===== src/core/ctt_pkg.sv =====
// Package: register map, field layout and timing constants of the tick timer
package ctt_pkg;

    // -------------------------------------------------------------------
    // Register map (byte addresses; printed offsets not all multiples of four)
    // -------------------------------------------------------------------
    localparam logic [7:0]  IDX_CONTROL_STATUS = 8'h08;
    localparam logic [7:0]  IDX_COUNT_VALUE    = 8'h09;
    localparam logic [7:0]  IDX_WATCHDOG_SVC   = 8'h0a;
    localparam logic [7:0]  IDX_POWER_MODE     = 8'h0b;
    localparam logic [11:0] ADDR_CONTROL_STATUS = {2'h0, IDX_CONTROL_STATUS, 2'h0};
    localparam logic [11:0] ADDR_COUNT_VALUE    = {2'h0, IDX_COUNT_VALUE, 2'h0};
    localparam logic [11:0] ADDR_WATCHDOG_SVC   = {2'h0, IDX_WATCHDOG_SVC, 2'h0};
    localparam logic [11:0] ADDR_POWER_MODE     = {2'h0, IDX_POWER_MODE, 2'h0};

    // -------------------------------------------------------------------
    // Control/status, watchdog service and power mode field positions
    // -------------------------------------------------------------------
    localparam int BIT_WRAP_FLAG     = 7;
    localparam int BIT_PERIODIC_FLAG = 6;
    localparam int BIT_WRAP_IE       = 5;
    localparam int BIT_PERIODIC_IE   = 4;
    localparam int BIT_RATE_HI       = 1;
    localparam int BIT_RATE_LO       = 0;
    localparam int BIT_SVC           = 0;
    localparam int BIT_STOP          = 0;
    localparam logic [1:0] RATE_RESET = 2'h3;

    // -------------------------------------------------------------------
    // Chain layout
    // -------------------------------------------------------------------
    localparam int PRESCALE_BITS = 2;
    localparam int COUNT_BITS    = 8;
    localparam int EXT_BITS      = 4;
    localparam int PER_BITS      = 3;
    localparam int WD_BITS       = 3;

    // -------------------------------------------------------------------
    // Timing
    // -------------------------------------------------------------------
    localparam int CLK_PERIOD_NS = 10;

    typedef struct packed {
        logic [11:0] paddr;
        logic        pwrite;
        logic [31:0] pwdata;
        logic        psel;
        logic        penable;
    } ctt_apb_req_t;

    typedef struct packed {
        logic [31:0] prdata;
        logic        pready;
        logic        pslverr;
    } ctt_apb_rsp_t;

endpackage : ctt_pkg


===== src/core/ctt_chain.sv =====
// Divider chain: prescaler, readable counter, extension, periodic and watchdog stages
`timescale 1ns/1ps
module ctt_chain #(
    parameter int PER_STAGES = ctt_pkg::PER_BITS
) (
    input  wire logic                            pclk,
    input  wire logic                            presetn,
    input  wire logic                            clear,
    input  wire logic                            wd_clear,
    input  wire logic [1:0]                      rate_sel,
    output logic      [ctt_pkg::COUNT_BITS-1:0]  count,
    output logic                                 wrap_pulse,
    output logic                                 periodic_pulse,
    output logic                                 wd_expire
);
    localparam int CHAIN_W = ctt_pkg::PRESCALE_BITS + ctt_pkg::COUNT_BITS + ctt_pkg::EXT_BITS + PER_STAGES;
    localparam int CNT_LO  = ctt_pkg::PRESCALE_BITS;
    localparam int PER_LO  = CNT_LO + ctt_pkg::COUNT_BITS + ctt_pkg::EXT_BITS - 1;

    if (PER_STAGES != ctt_pkg::PER_BITS)
    begin : g_bad_stages
        $error("ctt_chain: periodic divider must have three stages");
    end

    logic [CHAIN_W-1:0]           chain;
    logic [CHAIN_W-1:0]           next_chain;
    logic [ctt_pkg::WD_BITS-1:0]  wd;
    logic [ctt_pkg::WD_BITS-1:0]  next_wd;
    logic                         tap_prev;
    logic                         next_tap_prev;
    logic                         tap;

    // -------------------------------------------------------------------
    // Next-state logic
    // -------------------------------------------------------------------
    always_comb
    begin
        next_chain = clear ? '0 : chain + 1'b1;
        tap = chain[PER_LO + {30'h0, rate_sel}];
        next_tap_prev = clear ? 1'b0 : tap;
        periodic_pulse = !clear && tap && !tap_prev;
        wrap_pulse = !clear && (&chain[CNT_LO +: ctt_pkg::COUNT_BITS]) && (&chain[CNT_LO-1:0]);
        // Only the three watchdog stages are reset on service, so timeout is 7..8 periods
        next_wd = wd;
        if (clear || wd_clear)
        begin
            next_wd = '0;
        end
        else if (periodic_pulse)
        begin
            next_wd = wd + 1'b1;
        end
        wd_expire = periodic_pulse && !wd_clear && (&wd);
        count = chain[CNT_LO +: ctt_pkg::COUNT_BITS];
    end

    always_ff @(posedge pclk or negedge presetn)
    begin
        if (!presetn)
        begin
            chain    <= '0;
            wd       <= '0;
            tap_prev <= 1'b0;
        end
        else
        begin
            chain    <= next_chain;
            wd       <= next_wd;
            tap_prev <= next_tap_prev;
        end
    end
endmodule : ctt_chain


===== src/core/ctt_tick_timer.sv =====
// Top level: tick timer with periodic interrupt and watchdog, APB register slave
`timescale 1ns/1ps
module ctt_tick_timer #(
    parameter bit WATCHDOG_PRESENT = 1'b1,
    parameter int POWER_ON_DELAY   = 4064,
    parameter int STOP_DELAY       = 4064
) (
    input  wire logic                  pclk,
    input  wire logic                  presetn,
    input  wire ctt_pkg::ctt_apb_req_t apb_req,
    output ctt_pkg::ctt_apb_rsp_t      apb_rsp,
    input  wire logic                  ext_reset,
    input  wire logic                  irq_mask,
    input  wire logic                  wait_mode,
    input  wire logic                  stop_wake,
    output logic                       timer_irq,
    output logic                       wake_request,
    output logic                       device_reset,
    output logic                       stopped
);
    if (POWER_ON_DELAY < 1 || STOP_DELAY < 1)
    begin : g_bad_delay
        $error("ctt_tick_timer: delays must be at least one");
    end

    typedef enum logic [3:0] {
        CTT_POWERUP = 4'h1,
        CTT_RUN     = 4'h2,
        CTT_STOP    = 4'h4,
        CTT_RESTART = 4'h8
    } ctt_state_t;

    ctt_state_t  state;
    ctt_state_t  next_state;
    logic [31:0] delay;
    logic [31:0] next_delay;
    logic        wrap_flag;
    logic        next_wrap_flag;
    logic        periodic_flag;
    logic        next_periodic_flag;
    logic        wrap_irq_enable;
    logic        next_wrap_irq_enable;
    logic        periodic_irq_enable;
    logic        next_periodic_irq_enable;
    logic [1:0]  rate_sel;
    logic [1:0]  next_rate_sel;
    logic        wd_reset;
    logic        next_wd_reset;
    logic [31:0] rdata;
    logic [31:0] next_rdata;
    logic        slverr;
    logic        next_slverr;
    logic        chain_clear;
    logic        wd_clear;
    logic        wrap_pulse;
    logic        periodic_pulse;
    logic        wd_expire;
    logic [7:0]  count;
    logic        wr;
    logic        rd_setup;
    logic        hit;

    // -------------------------------------------------------------------
    // Bus decode
    // -------------------------------------------------------------------
    function automatic logic is_addr(input logic [11:0] a, input logic [11:0] ref_a);
        is_addr = (a == ref_a);
    endfunction : is_addr

    assign wr       = apb_req.psel && apb_req.penable && apb_req.pwrite;
    assign rd_setup = apb_req.psel && !apb_req.penable && !apb_req.pwrite;
    assign hit      = is_addr(apb_req.paddr, ctt_pkg::ADDR_CONTROL_STATUS)
                   || is_addr(apb_req.paddr, ctt_pkg::ADDR_COUNT_VALUE)
                   || is_addr(apb_req.paddr, ctt_pkg::ADDR_WATCHDOG_SVC)
                   || is_addr(apb_req.paddr, ctt_pkg::ADDR_POWER_MODE);

    // Watchdog clear; also forced high when the option is absent
    assign wd_clear = !WATCHDOG_PRESENT
        || (wr && is_addr(apb_req.paddr, ctt_pkg::ADDR_WATCHDOG_SVC)
            && !apb_req.pwdata[ctt_pkg::BIT_SVC]);

    // -------------------------------------------------------------------
    // Power and reset sequencer
    // -------------------------------------------------------------------
    always_comb
    begin
        next_state  = state;
        next_delay  = delay;
        chain_clear = 1'b0;
        case (state)
            CTT_POWERUP:
            begin
                // Chain counts freely during the delay, cleared at its end
                if (delay == POWER_ON_DELAY - 1)
                begin
                    chain_clear = 1'b1;
                    next_state  = CTT_RUN;
                    next_delay  = '0;
                end
                else
                begin
                    next_delay = delay + 32'h1;
                end
            end
            CTT_RUN:
            begin
                // Wait mode does not gate the chain
                chain_clear = ext_reset || wd_reset;
                if (wr && is_addr(apb_req.paddr, ctt_pkg::ADDR_POWER_MODE)
                    && apb_req.pwdata[ctt_pkg::BIT_STOP])
                begin
                    chain_clear = 1'b1;
                    next_state  = CTT_STOP;
                end
            end
            CTT_STOP:
            begin
                chain_clear = 1'b1;
                if (stop_wake || ext_reset)
                begin
                    next_state = CTT_RESTART;
                    next_delay = '0;
                end
            end
            CTT_RESTART:
            begin
                if (delay == STOP_DELAY - 1)
                begin
                    chain_clear = 1'b1;
                    next_state  = CTT_RUN;
                    next_delay  = '0;
                end
                else
                begin
                    next_delay = delay + 32'h1;
                end
            end
            default:
            begin
                next_state  = CTT_POWERUP;
                next_delay  = '0;
                chain_clear = 1'b1;
            end
        endcase
    end

    ctt_chain u_chain (
        .pclk           (pclk),
        .presetn        (presetn),
        .clear          (chain_clear),
        .wd_clear       (wd_clear),
        .rate_sel       (rate_sel),
        .count          (count),
        .wrap_pulse     (wrap_pulse),
        .periodic_pulse (periodic_pulse),
        .wd_expire      (wd_expire)
    );

    // -------------------------------------------------------------------
    // Registers and flags
    // -------------------------------------------------------------------
    always_comb
    begin
        next_wrap_flag           = wrap_flag;
        next_periodic_flag       = periodic_flag;
        next_wrap_irq_enable     = wrap_irq_enable;
        next_periodic_irq_enable = periodic_irq_enable;
        next_rate_sel            = rate_sel;
        next_rdata               = rdata;
        next_slverr              = 1'b0;
        next_wd_reset            = WATCHDOG_PRESENT && wd_expire && (state == CTT_RUN);
        if (wr && is_addr(apb_req.paddr, ctt_pkg::ADDR_CONTROL_STATUS))
        begin
            if (!apb_req.pwdata[ctt_pkg::BIT_WRAP_FLAG])
            begin
                next_wrap_flag = 1'b0;
            end
            if (!apb_req.pwdata[ctt_pkg::BIT_PERIODIC_FLAG])
            begin
                next_periodic_flag = 1'b0;
            end
            next_wrap_irq_enable     = apb_req.pwdata[ctt_pkg::BIT_WRAP_IE];
            next_periodic_irq_enable = apb_req.pwdata[ctt_pkg::BIT_PERIODIC_IE];
            // Changing taps mid-count may drop or add a periodic event
            next_rate_sel = {apb_req.pwdata[ctt_pkg::BIT_RATE_HI],
                             apb_req.pwdata[ctt_pkg::BIT_RATE_LO]};
        end
        // Set wins over a same-cycle clear
        if (wrap_pulse)
        begin
            next_wrap_flag = 1'b1;
        end
        if (periodic_pulse)
        begin
            next_periodic_flag = 1'b1;
        end
        if (rd_setup)
        begin
            next_rdata = '0;
            if (is_addr(apb_req.paddr, ctt_pkg::ADDR_CONTROL_STATUS))
            begin
                next_rdata[ctt_pkg::BIT_WRAP_FLAG]     = wrap_flag;
                next_rdata[ctt_pkg::BIT_PERIODIC_FLAG] = periodic_flag;
                next_rdata[ctt_pkg::BIT_WRAP_IE]       = wrap_irq_enable;
                next_rdata[ctt_pkg::BIT_PERIODIC_IE]   = periodic_irq_enable;
                next_rdata[ctt_pkg::BIT_RATE_HI]       = rate_sel[1];
                next_rdata[ctt_pkg::BIT_RATE_LO]       = rate_sel[0];
            end
            else if (is_addr(apb_req.paddr, ctt_pkg::ADDR_COUNT_VALUE))
            begin
                next_rdata[7:0] = count;
            end
            else if (is_addr(apb_req.paddr, ctt_pkg::ADDR_POWER_MODE))
            begin
                next_rdata[ctt_pkg::BIT_STOP] = (state == CTT_STOP);
            end
        end
        if (apb_req.psel && !apb_req.penable)
        begin
            next_slverr = !hit;
            // Refused accesses, writes too, must not show stale read data
            if (!hit)
            begin
                next_rdata = '0;
            end
        end
        // Reset sources return control to defaults
        if (ext_reset || wd_reset || state == CTT_POWERUP)
        begin
            next_wrap_flag           = 1'b0;
            next_periodic_flag       = 1'b0;
            next_wrap_irq_enable     = 1'b0;
            next_periodic_irq_enable = 1'b0;
            next_rate_sel            = ctt_pkg::RATE_RESET;
        end
    end

    always_ff @(posedge pclk or negedge presetn)
    begin
        if (!presetn)
        begin
            state               <= CTT_POWERUP;
            delay               <= '0;
            wrap_flag           <= 1'b0;
            periodic_flag       <= 1'b0;
            wrap_irq_enable     <= 1'b0;
            periodic_irq_enable <= 1'b0;
            rate_sel            <= ctt_pkg::RATE_RESET;
            wd_reset            <= 1'b0;
            rdata               <= '0;
            slverr              <= 1'b0;
        end
        else
        begin
            state               <= next_state;
            delay               <= next_delay;
            wrap_flag           <= next_wrap_flag;
            periodic_flag       <= next_periodic_flag;
            wrap_irq_enable     <= next_wrap_irq_enable;
            periodic_irq_enable <= next_periodic_irq_enable;
            rate_sel            <= next_rate_sel;
            wd_reset            <= next_wd_reset;
            rdata               <= next_rdata;
            slverr              <= next_slverr;
        end
    end

    // -------------------------------------------------------------------
    // Outputs
    // -------------------------------------------------------------------
    assign wake_request = (wrap_flag && wrap_irq_enable)
                       || (periodic_flag && periodic_irq_enable);
    assign timer_irq    = wake_request && !irq_mask;
    assign device_reset = wd_reset || state == CTT_POWERUP || ext_reset;
    assign stopped      = (state == CTT_STOP);
    // Zero wait states: every access completes in its first access cycle
    assign apb_rsp = '{prdata:  rdata,
                       pready:  1'b1,
                       pslverr: slverr && apb_req.psel && apb_req.penable};
endmodule : ctt_tick_timer


===== config.mk =====
export PLATFORM = sky130hd
export DESIGN_NAME = ctt_tick_timer
export DESIGN_NICKNAME = d
export VERILOG_FILES = /design/src/core/ctt_pkg.sv /design/src/core/ctt_chain.sv /design/src/core/ctt_tick_timer.sv
export SDC_FILE = /design/constraint.sdc
export NUM_CORES = 1
export LEC_CHECK = 0
export ABC_AREA = 1
export BUFFER_PORTS_ARGS = -buffer_cell sky130_fd_sc_hd__buf_2
export CORE_ASPECT_RATIO = 0.7
export CORE_MARGIN = 2
export CORE_UTILIZATION = 35
export CTS_BUF_LIST = sky130_fd_sc_hd__clkbuf_16
export DETAILED_ROUTE_END_ITERATION = 10
export PLACE_DENSITY = 0.53
export SKIP_LAST_GASP = 1
export SLEW_MARGIN = 20
export SYNTH_ARGS = -nofsm -noshare
export SYNTH_HDL_FRONTEND = slang
export SYNTH_SLANG_ARGS = --single-unit

===== constraint.sdc =====
create_clock -name pclk -period 1.8 [get_ports pclk]
set_clock_uncertainty 0.05 [all_clocks]
set_input_delay 0.54 -clock pclk [delete_from_list [all_inputs] [get_ports pclk]]
set_output_delay 0.54 -clock pclk [all_outputs]
set_load 0.03 [all_outputs]

==> results of run 1 <==
[cell type report]
class / count / area [sq um]
clock inverters: 7 / 46.3
repair buffers: 133 / 918
multi-input cells: 462 / 2500
flip-flops and latches: 97 / 2430
inverters: 93 / 355
fillers: 1435 / 7860
clock buffers: 9 / 225
well taps: 195 / 244
[metrics by stage]
step / setup slack [ns] / std cells
after floorplan: 0.102 / 662
after global placement: -0.142 / 949
after detailed placement: -0.148 / 949
after CTS: -0.0279 / 981
after global routing: -0.101 / 996
final: -0.00890 / 996
[cells in the mapped netlist]
| cell | count | share of area |
|---|---|---|
| and3_1 | 2 | 0.0024 |
| or2_2 | 3 | 0.0036 |
| nand2_4 | 2 | 0.0043 |
| nor3_1 | 25 | 0.024 |
| clkinv_1 | 1 | 0.00072 |
| nand2_2 | 7 | 0.0084 |
| o31ai_4 | 1 | 0.0041 |
| conb_1 | 1 | 0.00072 |
| a21oi_1 | 12 | 0.012 |
| nand4_1 | 10 | 0.012 |
| clkbuf_1 | 4 | 0.0029 |
| a32o_1 | 2 | 0.0039 |
| o21ai_0 | 29 | 0.028 |
| nor3b_2 | 2 | 0.0048 |
| buf_6 | 2 | 0.0043 |
| nand3b_1 | 3 | 0.0043 |
| inv_1 | 88 | 0.064 |
| o211ai_1 | 1 | 0.0014 |
| a21oi_2 | 1 | 0.0017 |
| xor2_1 | 21 | 0.035 |
| inv_2 | 3 | 0.0022 |
| nand3_1 | 40 | 0.039 |
| nand2_1 | 136 | 0.099 |
| dfrtp_1 | 94 | 0.45 |
| o221ai_1 | 5 | 0.0084 |
| nand3_2 | 2 | 0.0039 |
| xnor2_1 | 8 | 0.014 |
| nor4_1 | 3 | 0.0036 |
| o22ai_1 | 14 | 0.017 |
| nor2_2 | 3 | 0.0036 |
| buf_4 | 1 | 0.0014 |
| o211ai_2 | 1 | 0.0024 |
| inv_4 | 1 | 0.0012 |
| nor2_1 | 116 | 0.084 |
| dfstp_2 | 3 | 0.015 |
| nor2_4 | 3 | 0.0065 |
| buf_2 | 5 | 0.0048 |
| ha_1 | 5 | 0.012 |
| nor3_4 | 2 | 0.0063 |
[kinds of logic (layout without fill, tap and decap cells)]
logic type,count (synthesis),in the layout,share of synthesized area
adder cells (fa/ha/maj),5,5,0.0121
buffers and inverters,105,242,0.0814
other,1,1,0.000724
AO/OA/AOI/OAI,66,66,0.0785
flip-flops,97,97,0.469
AND/OR/NAND/NOR,359,361,0.309
XOR/XNOR,29,29,0.0490
[worst max-delay path, stage by stage, from the launching register on]
cell     delay (ns)
dfstp_2        0.56
inv_2          0.05
nand2_2        0.08
nor3_4         0.05
buf_6          0.14
[worst max-delay path by stage]
stage / depth (start not counted) / to / startpoint
finish: 4 / stopped / state[0]$_DFFE_PN1P_
global route: 9 / delay[18]$_DFFE_PN0P_ / delay[1]$_DFFE_PN0P_
CTS: 6 / device_reset / state[3]$_DFFE_PN0P_
detailed placement: 12 / u_chain.wd[1]$_DFFE_PN0P_ / apb_req[40]
global placement: 12 / u_chain.wd[1]$_DFFE_PN0P_ / apb_req[40]
floorplan: 4 / timer_irq / wrap_flag$_DFFE_PN0P_
[report_power, final]
part           internal (uW)  switching [uW]
combinational           66.8             139
clock                    938             857
sequential              2190            7.23
[state kept, by name (all words and copies together) (netlist names)]
signal / cells
wrap_flag: 1
delay: 32
rdata: 32
periodic_flag: 1
wrap_irq_enable: 1
u_chain.chain: 17
u_chain.tap_prev: 1
wd_reset: 1
rate_sel: 2
state: 4
slverr: 1
periodic_irq_enable: 1
u_chain.wd: 3
[per-layer routing]
layer,up-vias,part of all wire,global-route usage
met3,10,0.059,0.0416
met1,2270,0.52,0.287
met5,-,0,0
met4,0,0.0080,0.0422
met2,125,0.41,0.252
li1,2391,-,-
[what timing repair did]
action / 4_1_cts / 5_1_grt
hold endpoints to repair: 0 / 0
pin swaps: 8 / 23
buffers inserted: 16 / 13
endpoints found under the setup margin: 34 / 47
resized for setup: 23 / 37
cloned: 0 / 2
==> impl_metrics.csv, run 1 <==
group,metric,value,unit
detailed_routing,detail-route-antenna-nets,0,
timing,max_clock_freq,553,MHz
critical_path,reg2reg_depth,8,
detailed_routing,dr.first_iter.drc_count,363,
clocking,numCtsBuffers,9,
critical_path,critPathMaxFanout,3,
clocking,clockBufferDepth,2,
critical_path,cp-end-kind,"output port",
timing,layout_min_cycle_time,1.81,ns
placement,numPortBuffers,62,
cells_and_area,fin_nets,854,
pwr,vdd_ir_drop_max,0.467,mV
outcome,run_status,"complete, but fails checks",
floorplan,core,14600,sq um
pwr,p_leak,0.00328,uW
synthesis,netlist_area,5180,sq um
clocking,tritoncts,"done",
pwr,finalPower,4200,uW
global_routing,grt_pass1_vias,4480,
detailed_routing,vias,4796,
outcome,failed_checks,"setup timing",
synthesis,syn-num-nets,720,
clocking,insertion_delay,0.34,ns
global_routing,grt_pass1_wl,22700,um
clocking,cts.clk_slew.worst_paths,0.07,ns
timing,rsz0062_at_grt,"yes",
global_routing,overflow,0,
critical_path,reg2reg_to,"delay[0]$_DFFE_PN0P_",
floorplan,std_cell_rows,37,
placement,globalplace.congestion,0.927,
cells_and_area,final_cell_mix,"nand2_1, nor2_1, dfrtp_1, inv_1, buf_4",
timing,layout_worst_path_cycle_share,1.00,
synthesis,yosysWarnings,0,
timing,hold_slack,0.0275,ns
detailed_routing,remaining_drc_errors,0,
synthesis,avgSynthCellArea,7.83,sq um
job,cap_violations,0,
timing,maxSlewViolCount,0,
detailed_routing,wl_per_cell,14.3,um
detailed_routing,dr.pass1.iters,5,
clocking,postCtsHoldBufs,0,
critical_path,critPathRequiredTime,1.21,ns
critical_path,startpoint_type,"flop",
floorplan,start_util,0.355,
floorplan,die_w,149,um
floorplan,io_pins,91,
cells_and_area,layout-drive-gt1-share,0.280,
placement,dp_hpwl,10400,um
cells_and_area,layout_commonest_cell,"nand2_1",
worst_hold_path,hold_path.class,"in2async",
cells_and_area,n_antenna_cell,0,
synthesis,seq_area_frac_synth,0.469,
critical_path,r2r-start,"state[3]$_DFFE_PN0P_",
synthesis,synthDistinctLibCells,39,
placement,placed_area,6040,sq um
critical_path,r2r_slack,0.03,ns
critical_path,cp.arrival,1.22,ns
timing,finalSetupViolCount,2,
global_routing,grt_usage,0.183,
timing,fin_ws,-0.00890,ns
timing,final.setup.tns,-0.0174,ns
critical_path,critPathKind,"reg2out",
cells_and_area,areaGrowthSynthToFinish,29.7,%
synthesis,synth_seq_cells,97,
global_routing,grt_max_degree,36,
pwr,power.density,625,nW/um^2
cells_and_area,fin_util,0.461,
cells_and_area,finish.instance_area,6720,sq um
timing,hold_viol,0,
floorplan,die_y,106,um
detailed_routing,finalWirelength,14200,um
floorplan,dieArea,15800,sq um
clocking,htree_num_levels,3,
clocking,cts_root_buffer,"clkbuf_16",
clocking,cts.sinks,97,
synthesis,postSynthCellCount,662,
detailed_routing,via_per_inst,4.82,
global_routing,antenna_found_initial,0,
Power figures use the tool's default switching activity.
==> run 2, diff against run 1 <==
CORE_ASPECT_RATIO = unset   (was 0.7)
GPL_TIMING_DRIVEN = 0   (was unset)
==> run 2 against run 1 <==
The run still ends with setup timing left. Non-clock buffer count down 34. Critical path depth is 2 higher. Count of clock-buffer cells in the layout unchanged. First-iteration DRC count is 40% lower. Sequential share of layout area increased by 1.3 points. Highest routed layer unchanged.
==> impl_metrics.csv, run 2 (synthesis results as in run 1) <==
group,metric,value,unit
outcome,run_status,"complete, but fails checks",
outcome,failed_checks,"setup timing",
critical_path,cp_cell_sequence,"inv_2 -> nand2_4 -> inv_4 -> nand3_4 -> nand2_4 -> buf_6",
pwr,swShare,0.219,
global_routing,grt_max_degree,80,
timing,hold_slack,0.390,ns
detailed_routing,dr.pass1.iters,5,
timing,layout_min_cycle_time,1.86,ns
cells_and_area,layout-drive-gt1-share,0.244,
placement,numPortBuffers,62,
critical_path,critPathMaxFanout,2,
timing,hold_viol,0,
cells_and_area,fin_nets,818,
critical_path,cp-end-kind,"output port",
critical_path,crit_top_cell,"nand2_4",
critical_path,critPathRequiredTime,1.21,ns
global_routing,antenna_found_initial,0,
clocking,numCtsBuffers,9,
cells_and_area,reg_top3,"delay: 32 flops, rdata: 32 flops, u_chain.chain: 17 flops",
timing,final.setup.tns,-0.102,ns
cells_and_area,multiInputGateArea,2500,sq um
cells_and_area,layout_commonest_cell,"nand2_1",
detailed_routing,detail-route-antenna-nets,0,
worst_hold_path,hold_path.class,"in2reg",
cells_and_area,n_antenna_cell,0,
floorplan,dieArea,15800,sq um
floorplan,io_pins,91,
cells_and_area,fill_cells,1457,
pwr,power.density,713,nW/um^2
global_routing,grt_pass1_vias,4572,
pwr,p_leak,0.00310,uW
pwr,clock_power_share,0.482,
floorplan,die_y,126,um
pwr,vdd_ir_drop_max,0.488,mV
pwr,internal-power,3610,uW
pwr,power_frac_comb,0.042,
floorplan,start_util,0.358,
detailed_routing,vias,4648,
job,cap_violations,0,
timing,rsz0062_at_grt,"yes",
detailed_routing,wl_per_cell,14.4,um
timing,finalSetupViolCount,3,
floorplan,std_cell_rows,44,
floorplan,core,14500,sq um
global_routing,grt_pass1_wl,22500,um
cells_and_area,regArea,2430,sq um
critical_path,critPathKind,"reg2out",
critical_path,cp_slowest_cell,"dfrtp_1",
detailed_routing,via_per_inst,4.90,
timing,fin_ws,-0.0566,ns
clocking,cts_root_buffer,"clkbuf_16",
clocking,insertion_delay,0.35,ns
global_routing,overflow,0,
global_routing,grt_usage,0.176,
pwr,p_sw,1010,uW
timing,layout_worst_path_cycle_share,1.03,
critical_path,slowest_delay,0.41,ns
clocking,cts.clk_slew.worst_paths,0.07,ns
detailed_routing,remaining_drc_errors,0,
detailed_routing,finalWirelength,13700,um
cells_and_area,areaGrowthSynthToFinish,25.2,%
clocking,cts.sinks,97,
placement,globalplace.congestion,0.901,
clocking,tritoncts,"done",
critical_path,startpoint_type,"flop",
cells_and_area,fin_util,0.448,
critical_path,cp_num_buf_inv,3,
critical_path,cp_top_family,"flip-flops",
pwr,seqPwrFrac,0.476,
timing,maxSlewViolCount,0,
critical_path,cp.arrival,1.27,ns
detailed_routing,dr.first_iter.drc_count,219,
clocking,htree_num_levels,3,
timing,max_clock_freq,539,MHz
clocking,clockBufferDepth,2,
placement,dp_hpwl,10100,um
floorplan,die_w,126,um
cells_and_area,final_cell_mix,"nand2_1, nor2_1, dfrtp_1, inv_1, buf_2",
run 2: final timing paths:
path / startpoint / to / slack [ns] / cells after the start
hold reg to reg: rdata[19]$_DFF_PN0_ / rdata[19]$_DFF_PN0_ / 0.46 / 2
min in group asynchronous: presetn / delay[8]$_DFFE_PN0P_ / 0.54 / 2
setup / recovery: state[2]$_DFFE_PN0P_ / device_reset / -0.06 / 6
setup reg to reg: state[0]$_DFFE_PN1P_ / u_chain.wd[0]$_DFFE_PN0P_ / 0.04 / 9
max in group asynchronous: presetn / rate_sel[1]$_DFFE_PN1P_ / 0.48 / 3
hold / removal: apb_req[6] / periodic_irq_enable$_DFFE_PN0P_ / 0.39 / 3
run 2: final cells by class:
type / count / area share
multi-input cells: 460 / 0.385
flip-flops and latches: 97 / 0.375
repair buffers: 87 / 0.0864
inverters: 93 / 0.0546
well taps: 184 / 0.0355
clock buffers: 9 / 0.0347
clock inverters: 7 / 0.0181
plain buffers: 12 / 0.0108
run 2: what timing repair did:
action                                  in CTS  in global routing
pin swaps                                   10                 10
resized for setup                           26                 36
setup buffers                               17                  6
hold buffers                                 1                  0
hold endpoints to repair                    18                  0
endpoints found under the setup margin      32                 61
run 2: tightest hold or removal path: stages:
cell     delay (ns)
buf_2          0.08
nand3_1        0.06
o21ai_0        0.07
run 2: per-layer routing:
| metal | GRT usage | wire length [um] |
|---|---|---|
| met1 | 0.235 | 6200 |
| met2 | 0.286 | 6670 |
| met3 | 0.0374 | 606 |
| met4 | 0.0588 | 183 |
| met5 | 0 | 0 |
run 2: power groups by stage:
| stage | registers, uW | clock network [uW] | logic (uW) |
|---|---|---|---|
| 6_report | 2200 | 2230 | 195 |
| 5_1_grt | 2200 | 2400 | 220 |
| 4_1_cts | 2200 | 2290 | 201 |
| 3_5_place_dp | 2240 | 0 | 198 |
| 3_3_place_gp | 2240 | 0 | 187 |
| 2_1_floorplan | 2270 | 0 | 54.9 |
run 2: per-stage QoR:
stage / instance area [sq um] / std cells / setup slack (ns) / power (uW)
after floorplan: 5190 / 662 / 0.102 / 2320
after global placement: 5730 / 908 / -0.942 / 2430
after detailed placement: 5770 / 909 / -0.346 / 2440
after CTS: 6340 / 943 / -0.0755 / 4690
after global routing: 6490 / 949 / -0.0989 / 4820
final: 6490 / 949 / -0.0566 / 4630
